$ cat src/dcs_pkg.sv
`default_nettype none
package dcs_pkg;

  // Byte addresses of the register window
  localparam logic [11:0] ADR_PA_STAT    = 12'h98e;
  localparam logic [11:0] ADR_PB_STAT    = 12'h98f;
  localparam logic [11:0] ADR_START      = 12'h990;
  localparam logic [11:0] ADR_NEXT_B     = 12'h998;
  localparam logic [11:0] ADR_CYC_A      = 12'h9a0;
  localparam logic [11:0] ADR_OFS_B      = 12'h9a4;
  localparam logic [11:0] ADR_CAP_A_CTL  = 12'h9a8;
  localparam logic [11:0] ADR_CAP_B_CTL  = 12'h9a9;
  localparam logic [11:0] ADR_CAP_A_STAT = 12'h9ae;
  localparam logic [11:0] ADR_CAP_B_STAT = 12'h9af;
  localparam logic [11:0] ADR_TS_BASE    = 12'h9b0;
  localparam logic [11:0] ADR_TS_END     = 12'h9cf;

  // Field positions
  localparam int CTL_POS_SINGLE = 0;
  localparam int CTL_NEG_SINGLE = 1;
  localparam int STAT_PENDING   = 0;
  localparam int STAT_POS_EVT   = 0;
  localparam int STAT_NEG_EVT   = 1;
  localparam int STAT_PIN       = 2;
  localparam int LOW_HALF_TOP   = 31;

  // Values after reset
  localparam logic [63:0] RST_TIME64 = 64'h0;
  localparam logic [31:0] RST_TIME32 = 32'h0;
  localparam logic [7:0]  RST_BYTE   = 8'h0;
  localparam logic [1:0]  RST_CTL    = 2'h0;

  // One register access from the network side or the local host interface
  typedef struct packed {
    logic        rd;
    logic        wr;
    logic [11:0] addr;
    logic [7:0]  wdata;
  } dcs_acc_s;

  // Control bits held outside this block
  typedef struct packed {
    logic pulse_owner_loc;
    logic cap_a_owner_loc;
    logic cap_b_owner_loc;
    logic unit_active;
    logic auto_act_en;
    logic loc_wr_ack;
  } dcs_cfg_s;

  typedef enum logic [1:0] {RUN_IDLE, RUN_FIRST, RUN_CYCLIC} dcs_run_e;

endpackage
`default_nettype wire

$ cat src/dcs_unit.sv
`default_nettype none
module dcs_unit (
  input  wire logic              clk,
  input  wire logic              reset_n,
  input  wire dcs_pkg::dcs_acc_s net_acc,
  input  wire dcs_pkg::dcs_acc_s loc_acc,
  input  wire dcs_pkg::dcs_cfg_s cfg,
  input  wire logic [63:0]       system_time,
  input  wire logic              frame_end,
  input  wire logic [1:0]        cap_pin,
  output logic [7:0]             net_rdata_q,
  output logic [7:0]             loc_rdata_q,
  output logic                   pulse_channel_a_q,
  output logic                   pulse_channel_b_q,
  output logic                   set_active_q,
  output logic                   evt_clr_a_q,
  output logic                   evt_clr_b_q,
  output logic                   cap_irq_net_q,
  output logic                   cap_irq_loc_q
);

  function automatic logic [7:0] get_byte(input logic [63:0] v, input logic [2:0] i);
    get_byte = v[{i, 3'h0} +: 8];
  endfunction

  function automatic logic [63:0] put_byte(input logic [63:0] v, input logic [2:0] i,
                                           input logic [7:0] b);
    put_byte = v;
    put_byte[{i, 3'h0} +: 8] = b;
  endfunction

  dcs_pkg::dcs_run_e run_a_q;
  logic [63:0]       next_a_q;
  logic [63:0]       next_b_q;
  logic [31:0]       cyc_a_q;
  logic [31:0]       ofs_b_q;
  logic              pend_b_q;
  logic              due_b_q;
  logic              lo_wr_q;
  logic              hi_wr_q;
  logic              active_prev_q;
  logic [1:0]        ctl_q   [2];
  logic [1:0]        flag_q  [2];
  logic [1:0]        prev_q;
  logic [63:0]       ts_q    [2][2];
  logic [1:0]        owner_loc;
  logic [1:0]        irq;

  // Pulse unit register writes from the owning side
  dcs_pkg::dcs_acc_s pw;
  logic              pw_start;
  logic              pw_cyc;
  logic              pw_ofs;
  logic [63:0]       start_d;
  logic [63:0]       cyc_d;
  logic [63:0]       ofs_d;
  logic              act_rise;
  logic              fire_a;
  logic              fire_b;
  logic              extend;
  logic [31:0]       ext_hi;
  logic              pend_a;

  assign pw       = cfg.pulse_owner_loc ? loc_acc : net_acc;
  assign pw_start = pw.wr && pw.addr[11:3] == dcs_pkg::ADR_START[11:3]
                    && !cfg.unit_active;
  assign pw_cyc   = pw.wr && pw.addr[11:2] == dcs_pkg::ADR_CYC_A[11:2];
  assign pw_ofs   = pw.wr && pw.addr[11:2] == dcs_pkg::ADR_OFS_B[11:2];
  assign start_d  = put_byte(next_a_q, pw.addr[2:0], pw.wdata);
  assign cyc_d    = put_byte({32'h0, cyc_a_q}, {1'b0, pw.addr[1:0]}, pw.wdata);
  assign ofs_d    = put_byte({32'h0, ofs_b_q}, {1'b0, pw.addr[1:0]}, pw.wdata);
  assign act_rise = cfg.unit_active && !active_prev_q;
  assign pend_a   = run_a_q == dcs_pkg::RUN_FIRST;
  assign fire_a   = cfg.unit_active && run_a_q != dcs_pkg::RUN_IDLE
                    && system_time >= next_a_q;
  assign fire_b   = cfg.unit_active && due_b_q && system_time >= next_b_q;
  // Upper half follows system time, one higher if the low half already wrapped past
  assign ext_hi   = system_time[63:32]
                    + {31'h0, next_a_q[31:0] < system_time[31:0]};
  assign extend   = frame_end && cfg.auto_act_en && lo_wr_q && !hi_wr_q;

  always_ff @(posedge clk) begin
    if (!reset_n) begin
      next_a_q <= dcs_pkg::RST_TIME64;
      run_a_q  <= dcs_pkg::RUN_IDLE;
    end else if (pw_start) begin
      next_a_q <= start_d;
    end else if (extend) begin
      next_a_q <= {ext_hi, next_a_q[31:0]};
    end else if (fire_a) begin
      next_a_q <= next_a_q + {32'h0, cyc_a_q};
      run_a_q  <= cyc_a_q == dcs_pkg::RST_TIME32 ? dcs_pkg::RUN_IDLE
                                                 : dcs_pkg::RUN_CYCLIC;
    end else if (act_rise) begin
      run_a_q  <= dcs_pkg::RUN_FIRST;
    end else if (!cfg.unit_active) begin
      run_a_q  <= dcs_pkg::RUN_IDLE;
    end
  end

  always_ff @(posedge clk) begin
    if (!reset_n) begin
      next_b_q <= dcs_pkg::RST_TIME64;
      pend_b_q <= 1'b0;
      due_b_q  <= 1'b0;
    end else begin
      if (fire_a || act_rise) begin
        next_b_q <= next_a_q + {32'h0, ofs_b_q};
      end
      due_b_q  <= fire_a || (due_b_q && !fire_b && cfg.unit_active);
      pend_b_q <= act_rise || (pend_b_q && !fire_b && cfg.unit_active);
    end
  end

  always_ff @(posedge clk) begin
    if (!reset_n) begin
      cyc_a_q <= dcs_pkg::RST_TIME32;
      ofs_b_q <= dcs_pkg::RST_TIME32;
    end else begin
      if (pw_cyc) begin
        cyc_a_q <= cyc_d[31:0];
      end
      if (pw_ofs) begin
        ofs_b_q <= ofs_d[31:0];
      end
    end
  end

  // Halves written since the last frame end
  always_ff @(posedge clk) begin
    if (!reset_n) begin
      lo_wr_q       <= 1'b0;
      hi_wr_q       <= 1'b0;
      active_prev_q <= 1'b0;
      set_active_q  <= 1'b0;
    end else begin
      lo_wr_q       <= !frame_end && (lo_wr_q || (pw_start && !pw.addr[2]));
      hi_wr_q       <= !frame_end && (hi_wr_q || (pw_start && pw.addr[2]));
      active_prev_q <= cfg.unit_active;
      set_active_q  <= frame_end && cfg.auto_act_en && (lo_wr_q || hi_wr_q)
                       && !cfg.unit_active;
    end
  end

  always_ff @(posedge clk) begin
    if (!reset_n) begin
      pulse_channel_a_q <= 1'b0;
      pulse_channel_b_q <= 1'b0;
    end else begin
      pulse_channel_a_q <= fire_a;
      pulse_channel_b_q <= fire_b;
    end
  end

  // Event request clears from local status accesses
  logic loc_ack_a;
  logic loc_ack_b;
  logic loc_ack;
  assign loc_ack   = cfg.loc_wr_ack ? loc_acc.wr : loc_acc.rd;
  assign loc_ack_a = loc_ack && loc_acc.addr == dcs_pkg::ADR_PA_STAT;
  assign loc_ack_b = loc_ack && loc_acc.addr == dcs_pkg::ADR_PB_STAT;

  always_ff @(posedge clk) begin
    if (!reset_n) begin
      evt_clr_a_q <= 1'b0;
      evt_clr_b_q <= 1'b0;
    end else begin
      evt_clr_a_q <= loc_ack_a;
      evt_clr_b_q <= loc_ack_b;
    end
  end

  // Capture inputs
  assign owner_loc = {cfg.cap_b_owner_loc, cfg.cap_a_owner_loc};

  for (genvar i = 0; i < 2; i++) begin : g_cap
    dcs_pkg::dcs_acc_s cw;
    logic              cw_ctl;
    logic              own_ack;
    logic [1:0]        edge_hit;
    logic [1:0]        take;
    logic [1:0]        clr;
    logic [11:0]       ts_adr [2];

    assign cw       = owner_loc[i] ? loc_acc : net_acc;
    assign cw_ctl   = cw.wr && cw.addr == dcs_pkg::ADR_CAP_A_CTL + 12'(i);
    assign own_ack  = owner_loc[i] ? loc_ack : net_acc.rd;
    assign edge_hit = {prev_q[i] && !cap_pin[i], cap_pin[i] && !prev_q[i]};
    for (genvar e = 0; e < 2; e++) begin : g_edge
      assign ts_adr[e] = dcs_pkg::ADR_TS_BASE + 12'(16 * i + 8 * e);
      assign clr[e]    = own_ack && cw.addr == ts_adr[e];
      assign take[e]   = edge_hit[e] && !(ctl_q[i][e] && flag_q[i][e]);
    end
    assign irq[i] = |flag_q[i];

    always_ff @(posedge clk) begin
      if (!reset_n) begin
        ctl_q[i]  <= dcs_pkg::RST_CTL;
        flag_q[i] <= dcs_pkg::RST_CTL;
        ts_q[i]   <= '{dcs_pkg::RST_TIME64, dcs_pkg::RST_TIME64};
      end else begin
        if (cw_ctl) begin
          ctl_q[i] <= cw.wdata[1:0];
        end
        // A new edge wins over a clearing read in the same cycle
        flag_q[i] <= ctl_q[i] & (edge_hit | (flag_q[i] & ~clr));
        for (int e = 0; e < 2; e++) begin
          if (take[e]) begin
            ts_q[i][e] <= system_time;
          end
        end
      end
    end
  end

  always_ff @(posedge clk) begin
    if (!reset_n) begin
      prev_q        <= 2'h0;
      cap_irq_net_q <= 1'b0;
      cap_irq_loc_q <= 1'b0;
    end else begin
      prev_q        <= cap_pin;
      cap_irq_net_q <= |(irq & ~owner_loc);
      cap_irq_loc_q <= |(irq & owner_loc);
    end
  end

  // Read map shared by both interfaces
  function automatic logic [7:0] rd_map(input logic [11:0] a);
    logic [1:0] ci;
    logic [1:0] te;
    ci = {1'b0, a[0]};
    te = a[4:3] - 2'h2;
    rd_map = dcs_pkg::RST_BYTE;
    if (a == dcs_pkg::ADR_PA_STAT) begin
      rd_map[dcs_pkg::STAT_PENDING] = pend_a;
    end else if (a == dcs_pkg::ADR_PB_STAT) begin
      rd_map[dcs_pkg::STAT_PENDING] = pend_b_q;
    end else if (a[11:3] == dcs_pkg::ADR_START[11:3]) begin
      rd_map = get_byte(next_a_q, a[2:0]);
    end else if (a[11:3] == dcs_pkg::ADR_NEXT_B[11:3]) begin
      rd_map = get_byte(next_b_q, a[2:0]);
    end else if (a[11:3] == dcs_pkg::ADR_CYC_A[11:3]) begin
      rd_map = get_byte({ofs_b_q, cyc_a_q}, a[2:0]);
    end else if (a[11:1] == dcs_pkg::ADR_CAP_A_CTL[11:1]) begin
      rd_map[1:0] = ctl_q[ci[0]];
    end else if (a[11:1] == dcs_pkg::ADR_CAP_A_STAT[11:1]) begin
      rd_map[1:0] = flag_q[ci[0]];
      rd_map[dcs_pkg::STAT_PIN] = cap_pin[ci[0]];
    end else if (a >= dcs_pkg::ADR_TS_BASE && a <= dcs_pkg::ADR_TS_END) begin
      rd_map = get_byte(ts_q[te[1]][te[0]], a[2:0]);
    end
  endfunction

  always_ff @(posedge clk) begin
    if (!reset_n) begin
      net_rdata_q <= dcs_pkg::RST_BYTE;
      loc_rdata_q <= dcs_pkg::RST_BYTE;
    end else begin
      if (net_acc.rd) begin
        net_rdata_q <= rd_map(net_acc.addr);
      end
      if (loc_acc.rd) begin
        loc_rdata_q <= rd_map(loc_acc.addr);
      end
    end
  end
endmodule
`default_nettype wire

$ cat config.mk
export PLATFORM = sky130hd
export DESIGN_NAME = dcs_unit
export DESIGN_NICKNAME = d
export VERILOG_FILES = /design/src/dcs_pkg.sv /design/src/dcs_unit.sv
export SDC_FILE = /design/constraint.sdc
export NUM_CORES = 2
export LEC_CHECK = 0
export BUFFER_PORTS_ARGS = -buffer_cell sky130_fd_sc_hd__buf_2
export CAP_MARGIN = 20
export CORE_MARGIN = 4
export CORE_UTILIZATION = 25
export DETAILED_ROUTE_END_ITERATION = 6
export PLACE_DENSITY = 0.41
export SYNTH_ARGS = -nofsm -noshare
export SYNTH_HDL_FRONTEND = slang
export SYNTH_SLANG_ARGS = --single-unit
$ cat constraint.sdc
create_clock -name clk -period 5.1 [get_ports clk]
set_input_delay 0.765 -clock clk [delete_from_list [all_inputs] [get_ports clk]]
set_output_delay 0.765 -clock clk [all_outputs]
set_load 0.02 [all_outputs]
* Yosys cells after proc, flatten, opt, wreduce, memory -nomap -nowiden *
Memory sizes are Yosys's and may differ from the RTL's.
Index checks and enable logic that the tools add are counted.

storage, ports and cells
  flip-flop bits (word level) = 224
  output and inout bits = 23
  RAM bits = 264
  memories kept = 3
  logic and storage cells = 255

operators by class
  eq/ne operators = 26
  reductions and logical operators = 74
  add/subtract/negate cells = 7
  magnitude comparators = 11
  bitwise gates (word level) = 23
  shift-type cells = 12
  muxes and demuxes = 78

memories
  name    depth  width  rd ports  clocked after memory_dff  write ports  RTL line        text
  ts_q    2      128    2         0                         2            dcs_unit.sv:45  logic [63:0] ts_q [2][2];
  ctl_q   2      2      4         0                         2            dcs_unit.sv:42  logic [1:0] ctl_q [2];
  flag_q  2      2      4         0                         2            dcs_unit.sv:43  logic [1:0] flag_q [2];

operators with widths
  kind                    number
  $mux 64                 13
  $shiftx 64x7->8         8
  $bwmux 64               3
  $add 64x32->64          2
  $ge 64x64->1            2
  $shift 8x8->64 const A  2
  $shiftx 8x8->64         2
  $eq 12x12->1 const B    10
  $mux 8                  8
  $eq 9x9->1 const B      7
  $mux 21                 3
  $eq 11x11->1 const B    4
  $logic_and 1x1->1       44
  $add 32x1->32           1
  $logic_not 32->1        1
  $lt 32x32->1            1
  $mux 1                  31
  $mux 7                  4
  $ge 12x12->1 const B    2
  $le 12x12->1 const B    2
  $eq 10x10->1 const B    2
  $mux 2                  10
  $logic_not 1->1         14
  $and 2x2->2             6
  other kinds (22)        49

* Logic depth before layout (Yosys ltp) *
  word-level depth = 14
  gate-level depth with buffers = 22
  mapped depth without buffers = 22

* Least setup slack after synthesis *
OpenSTA, ideal clock, no wires.

  kind = in2reg
  from = input system_time[1]
  to = register next_a_q[62]
  path buffers = 0
  slack = 0.700 ns
  cell stages on the path = 21
  arrival = 4.281 ns
  cells stage by stage = inv_1 -> ha_1 -> nor2b_1 -> o21a_1 -> o21a_1 -> o21a_1 -> o21a_1 -> o21ai_0 -> nand2b_1 -> a211oi_1 -> o31a_1 -> ha_1 -> ha_1 -> nand4_1 -> nor4_1 -> nand2b_1 -> inv_1 -> nand3_1 -> xor2_1 -> o22ai_1 -> o31a_1

on the way
  cells in the longest elaborated chain, start to end = 4

RTL lines
  element               RTL line        text
  from (decl)           dcs_unit.sv:8   input wire logic [63:0] system_time,
  $lt 32x32->1          dcs_unit.sv:79  + {31'h0, next_a_q[31:0] < system_time[31:0]};
  $add 32x1->32         dcs_unit.sv:79
  $mux 64               dcs_unit.sv:88  end else if (extend) begin
  $mux 64               dcs_unit.sv:86  end else if (pw_start) begin
  to (signal assigned)  dcs_unit.sv:87  next_a_q <= start_d;
  to (signal assigned)  dcs_unit.sv:89  next_a_q <= {ext_hi, next_a_q[31:0]};
  to (signal assigned)  dcs_unit.sv:91  next_a_q <= next_a_q + {32'h0, cyc_a_q};
  to (decl)             dcs_unit.sv:33  logic [63:0] next_a_q;

Parallel ways exist; a longest one is shown, timed or not. The select of a mux whose other input is x is not followed.
A chain may end at the register's enable or synchronous reset.

* Worst setup path in the final report *
  from = register next_a_q[1]
  to = register next_a_q[62]

on the way
  cells in the longest elaborated chain, start to end = 4

RTL lines
  element                                                RTL line                        text
  from (signal assigned)                                 dcs_unit.sv:84                  next_a_q <= dcs_pkg::RST_TIME64;
  from (signal assigned)                                 dcs_unit.sv:87
  from (signal assigned)                                 dcs_unit.sv:89
  $lt 32x32->1 / $add 64x32->64 (equally long branches)  dcs_unit.sv:79, dcs_unit.sv:91
  $add 32x1->32 / $mux 64 (equally long branches)        dcs_unit.sv:79, dcs_unit.sv:90
  $mux 64                                                dcs_unit.sv:88
  $mux 64                                                dcs_unit.sv:86

Parallel ways exist; a longest one is shown, timed or not. The select of a mux whose other input is x is not followed.

==> flow_summary.ini <==
[status]
status = finished, final reports clean

[clock_tree]
cts_max_level = 2
cts_tree = done
numCtsBuffers = 59
cts.sinks = 488
cts_root_buf = clkbuf_16
clkTransAtPathRegs_ps = 70
clk_latency_ps = 700
cts_buffer_depth = 3
post_cts_buffers = 0
cts_resized = 0
ctsHoldBuffers = 0

[worst_setup_path]
crit_path_max_fanout = 5
criticalPathCategory = reg -> reg
cp_num_buf_inv = 4
critPathCaptureType = flip-flop
startpoint_type = flip-flop
slowest_stage = dfxtp_1
r2r_start = next_a_q[1]
arrival_ps = 5120
cp-startpoint = next_a_q[1]
path_delay_family = compound AO/OA/AOI/OAI gates
slowest_delay_ps = 400
crit_path_frequent_cell = o21a_1
path_cells = ha_1, nor2b_1, o21a_1, o21a_1, o21a_1, o21a_1, o21ai_0, nand2b_1, a211oi_1, buf_4, o31a_1, buf_4, ha_1, ha_1, nand4_1, nor4_1, buf_4, nand2b_1, inv_1, nand3_1, xor2_1, o22ai_1, o31a_1
cp.required_ps = 5680

[final_layout]
final_common_cell = a21oi_1
post-route-util = 0.2925
fill_cells = 14890
final_cell_mix = a21oi_1 (292), mux4_2 (261), edfxtp_1 (260), nand2_1 (241), ha_1 (233)
layout-drive-gt1-share = 0.1997
final_nets = 4083
area_growth_pct = 16.09

[logic_synthesis]
avgSynthCellArea_um2 = 9.975
yosysTopAreaCell = edfxtp_1
synth.top_cells.by_area = edfxtp_1 (22%), mux4_2 (16%), dfxtp_1 (13%)
ys_warn_count = 0
synth_top_area_share = 0.2189
synth_edf_count = 260
postSynthCellCount = 3576
async_flop_share = 0
synth_seq_cells = 488
ys_seq_area_frac = 0.3468
syn_nets = 3930
synthDistinctLibCells = 90
ys.flop_type = edfxtp_1
netlist_area_mm2 = 0.03567

[timing]
clock.fmax_mhz = 220.4
worst_slew_pin_slew_ps = 1148
min_period_over_period = 0.8896
fin_worst_skew_ps = 53.79
final-max-slew-violation-count = 0
slew-limit-headroom = 0.2319
final-setup-viol-count = 0
period_needed_ps = 4537
rsz0062_at_grt = no
hold_viol = 0
fin_setup_tns_ps = 0
whs_ps = 373.0

[power]
p_per_area_mw_per_mm2 = 259.3
peakVddDrop_mv = 0.2961
leakagePower_nw = 15.02
finalPower_w = 0.01074

[floorplanning]
chipWidth_um = 385.7
dieArea_mm2 = 0.1488
ios = 142
std_cell_rows = 138
initial_core_util = 0.2519
core_mm2 = 0.1416
die_h_um = 385.7

[route]
drtIter0Drc = 3620
wirelength_um = 175800
drcViolationCount = 0
firstDrtPassIters = 6
via_count = 31720
drtAntennaViolNets = 0
via_per_inst = 5.589
wire_per_inst_um = 30.98

[worst_hold_path]
hold_path.class = in -> reg
worstHoldStart = cfg[1]

[place]
dp_hpwl_um = 132600
io_buffers = 141
place_congestion = 0.9688

[grt]
grt_max_degree = 120
track_usage = 0.2303
grt_pass1_vias = 30300
antenna_found_initial = 29
grt_pass1_wl_um = 243600
grt.overflow.total = 0

[job]
max_cap_viol_count = 0
==> worst reg2reg max path, cell delays in order (launching register included) <==
cell and delay, ps:
dfxtp_1 400, ha_1 270, nor2b_1 140, o21a_1 160, o21a_1 160, o21a_1 160
o21a_1 160, o21ai_0 170, nand2b_1 80, a211oi_1 300, buf_4 180, o31a_1 150
buf_4 160, ha_1 200, ha_1 180, nand4_1 250, nor4_1 350, buf_4 200
nand2b_1 100, inv_1 80, nand3_1 90, xor2_1 140, o22ai_1 90, o31a_1 290
==> cell type report <==
class                           instances  area [µm²]  area share
Inverter                              204       773.2     0.01867
Sequential cell                       488       12370      0.2988
Clock inverter                         25       257.7    0.006224
Antenna cell                            9       22.52   0.0005438
Tap cell                             1890        2365     0.05710
Multi-Input combinational cell       2641       21620      0.5221
Timing Repair Buffer                  335        2333     0.05635
Clock buffer                           83        1668     0.04027
==> through the flow <==
step / area (µm²) / setup WS, ps / instances
3_5_place_dp: 39460 / 75.14 / 5558
4_1_cts: 41390 / 612.2 / 5666
5_1_grt: 41400 / 236.9 / 5670
2_1_floorplan: 35670 / 699.8 / 3576
3_3_place_gp: 39450 / 131.2 / 5556
6_report: 41410 / 562.8 / 5675
==> per-layer routing <==
| metal | wire length [µm] | GRT usage | share of wire | vias to the layer above |
|---|---|---|---|---|
| li1 | - | - | - | 13900 |
| met1 | 76430 | 0.3216 | 0.43 | 15980 |
| met2 | 77240 | 0.3566 | 0.44 | 1504 |
| met3 | 14450 | 0.03968 | 0.082 | 314 |
| met4 | 7555 | 0.08430 | 0.043 | 16 |
| met5 | 135 | 0 | 0.00077 | - |
==> cell usage after synthesis (35+ instances only) <==
library cell  count
o21ai_0         169
xnor2_1          68
nand4_1          60
mux4_2          261
a21o_1           60
xor2_1           39
clkbuf_1        164
o22ai_1          40
a31oi_1          35
mux2i_1          61
or3_1            55
a21oi_1         294
nand3_1          61
nor2_1          195
ha_1            233
nor3_1          213
dfxtp_1         228
and2_1          131
a211oi_1         65
inv_1           204
buf_2            46
edfxtp_1        260
nand2_1         245
==> kinds of logic (layout without fill, tap and decap cells) <==
kind of cell	after synthesis	after routing	synth area share
flops	488	488	0.3468
fa+ha+maj	235	235	0.08285
buf+inv	447	647	0.04984
simple gates	1110	1110	0.1575
xor+xnor	107	107	0.02627
compound gates	848	848	0.1487
mux	341	341	0.1880
other cells	0	9	0
==> registers in the layout, summed over array words and instances, names as in the netlist, 8 cells and up <==
register,cells
ofs_b_q,32
net_rdata_q,8
next_a_q,64
ts_q,256
loc_rdata_q,8
cyc_a_q,32
next_b_q,64
==> worst paths after layout <==
path | slack [ps] | cells past startpoint | end
setup / recovery | 560 | 23 | next_a_q[62]
hold reg to reg | 460 | 2 | pulse_channel_b_q
setup reg to reg | 560 | 23 | next_a_q[62]
hold / removal | 370 | 3 | set_active_q
==> power by group <==
part	switching [W]	internal, W
Clock	0.00190	0.00243
Sequential	0.000152	0.00435
Combinational	0.00119	0.000714
No activity file was read; power rests on OpenSTA's default activity.
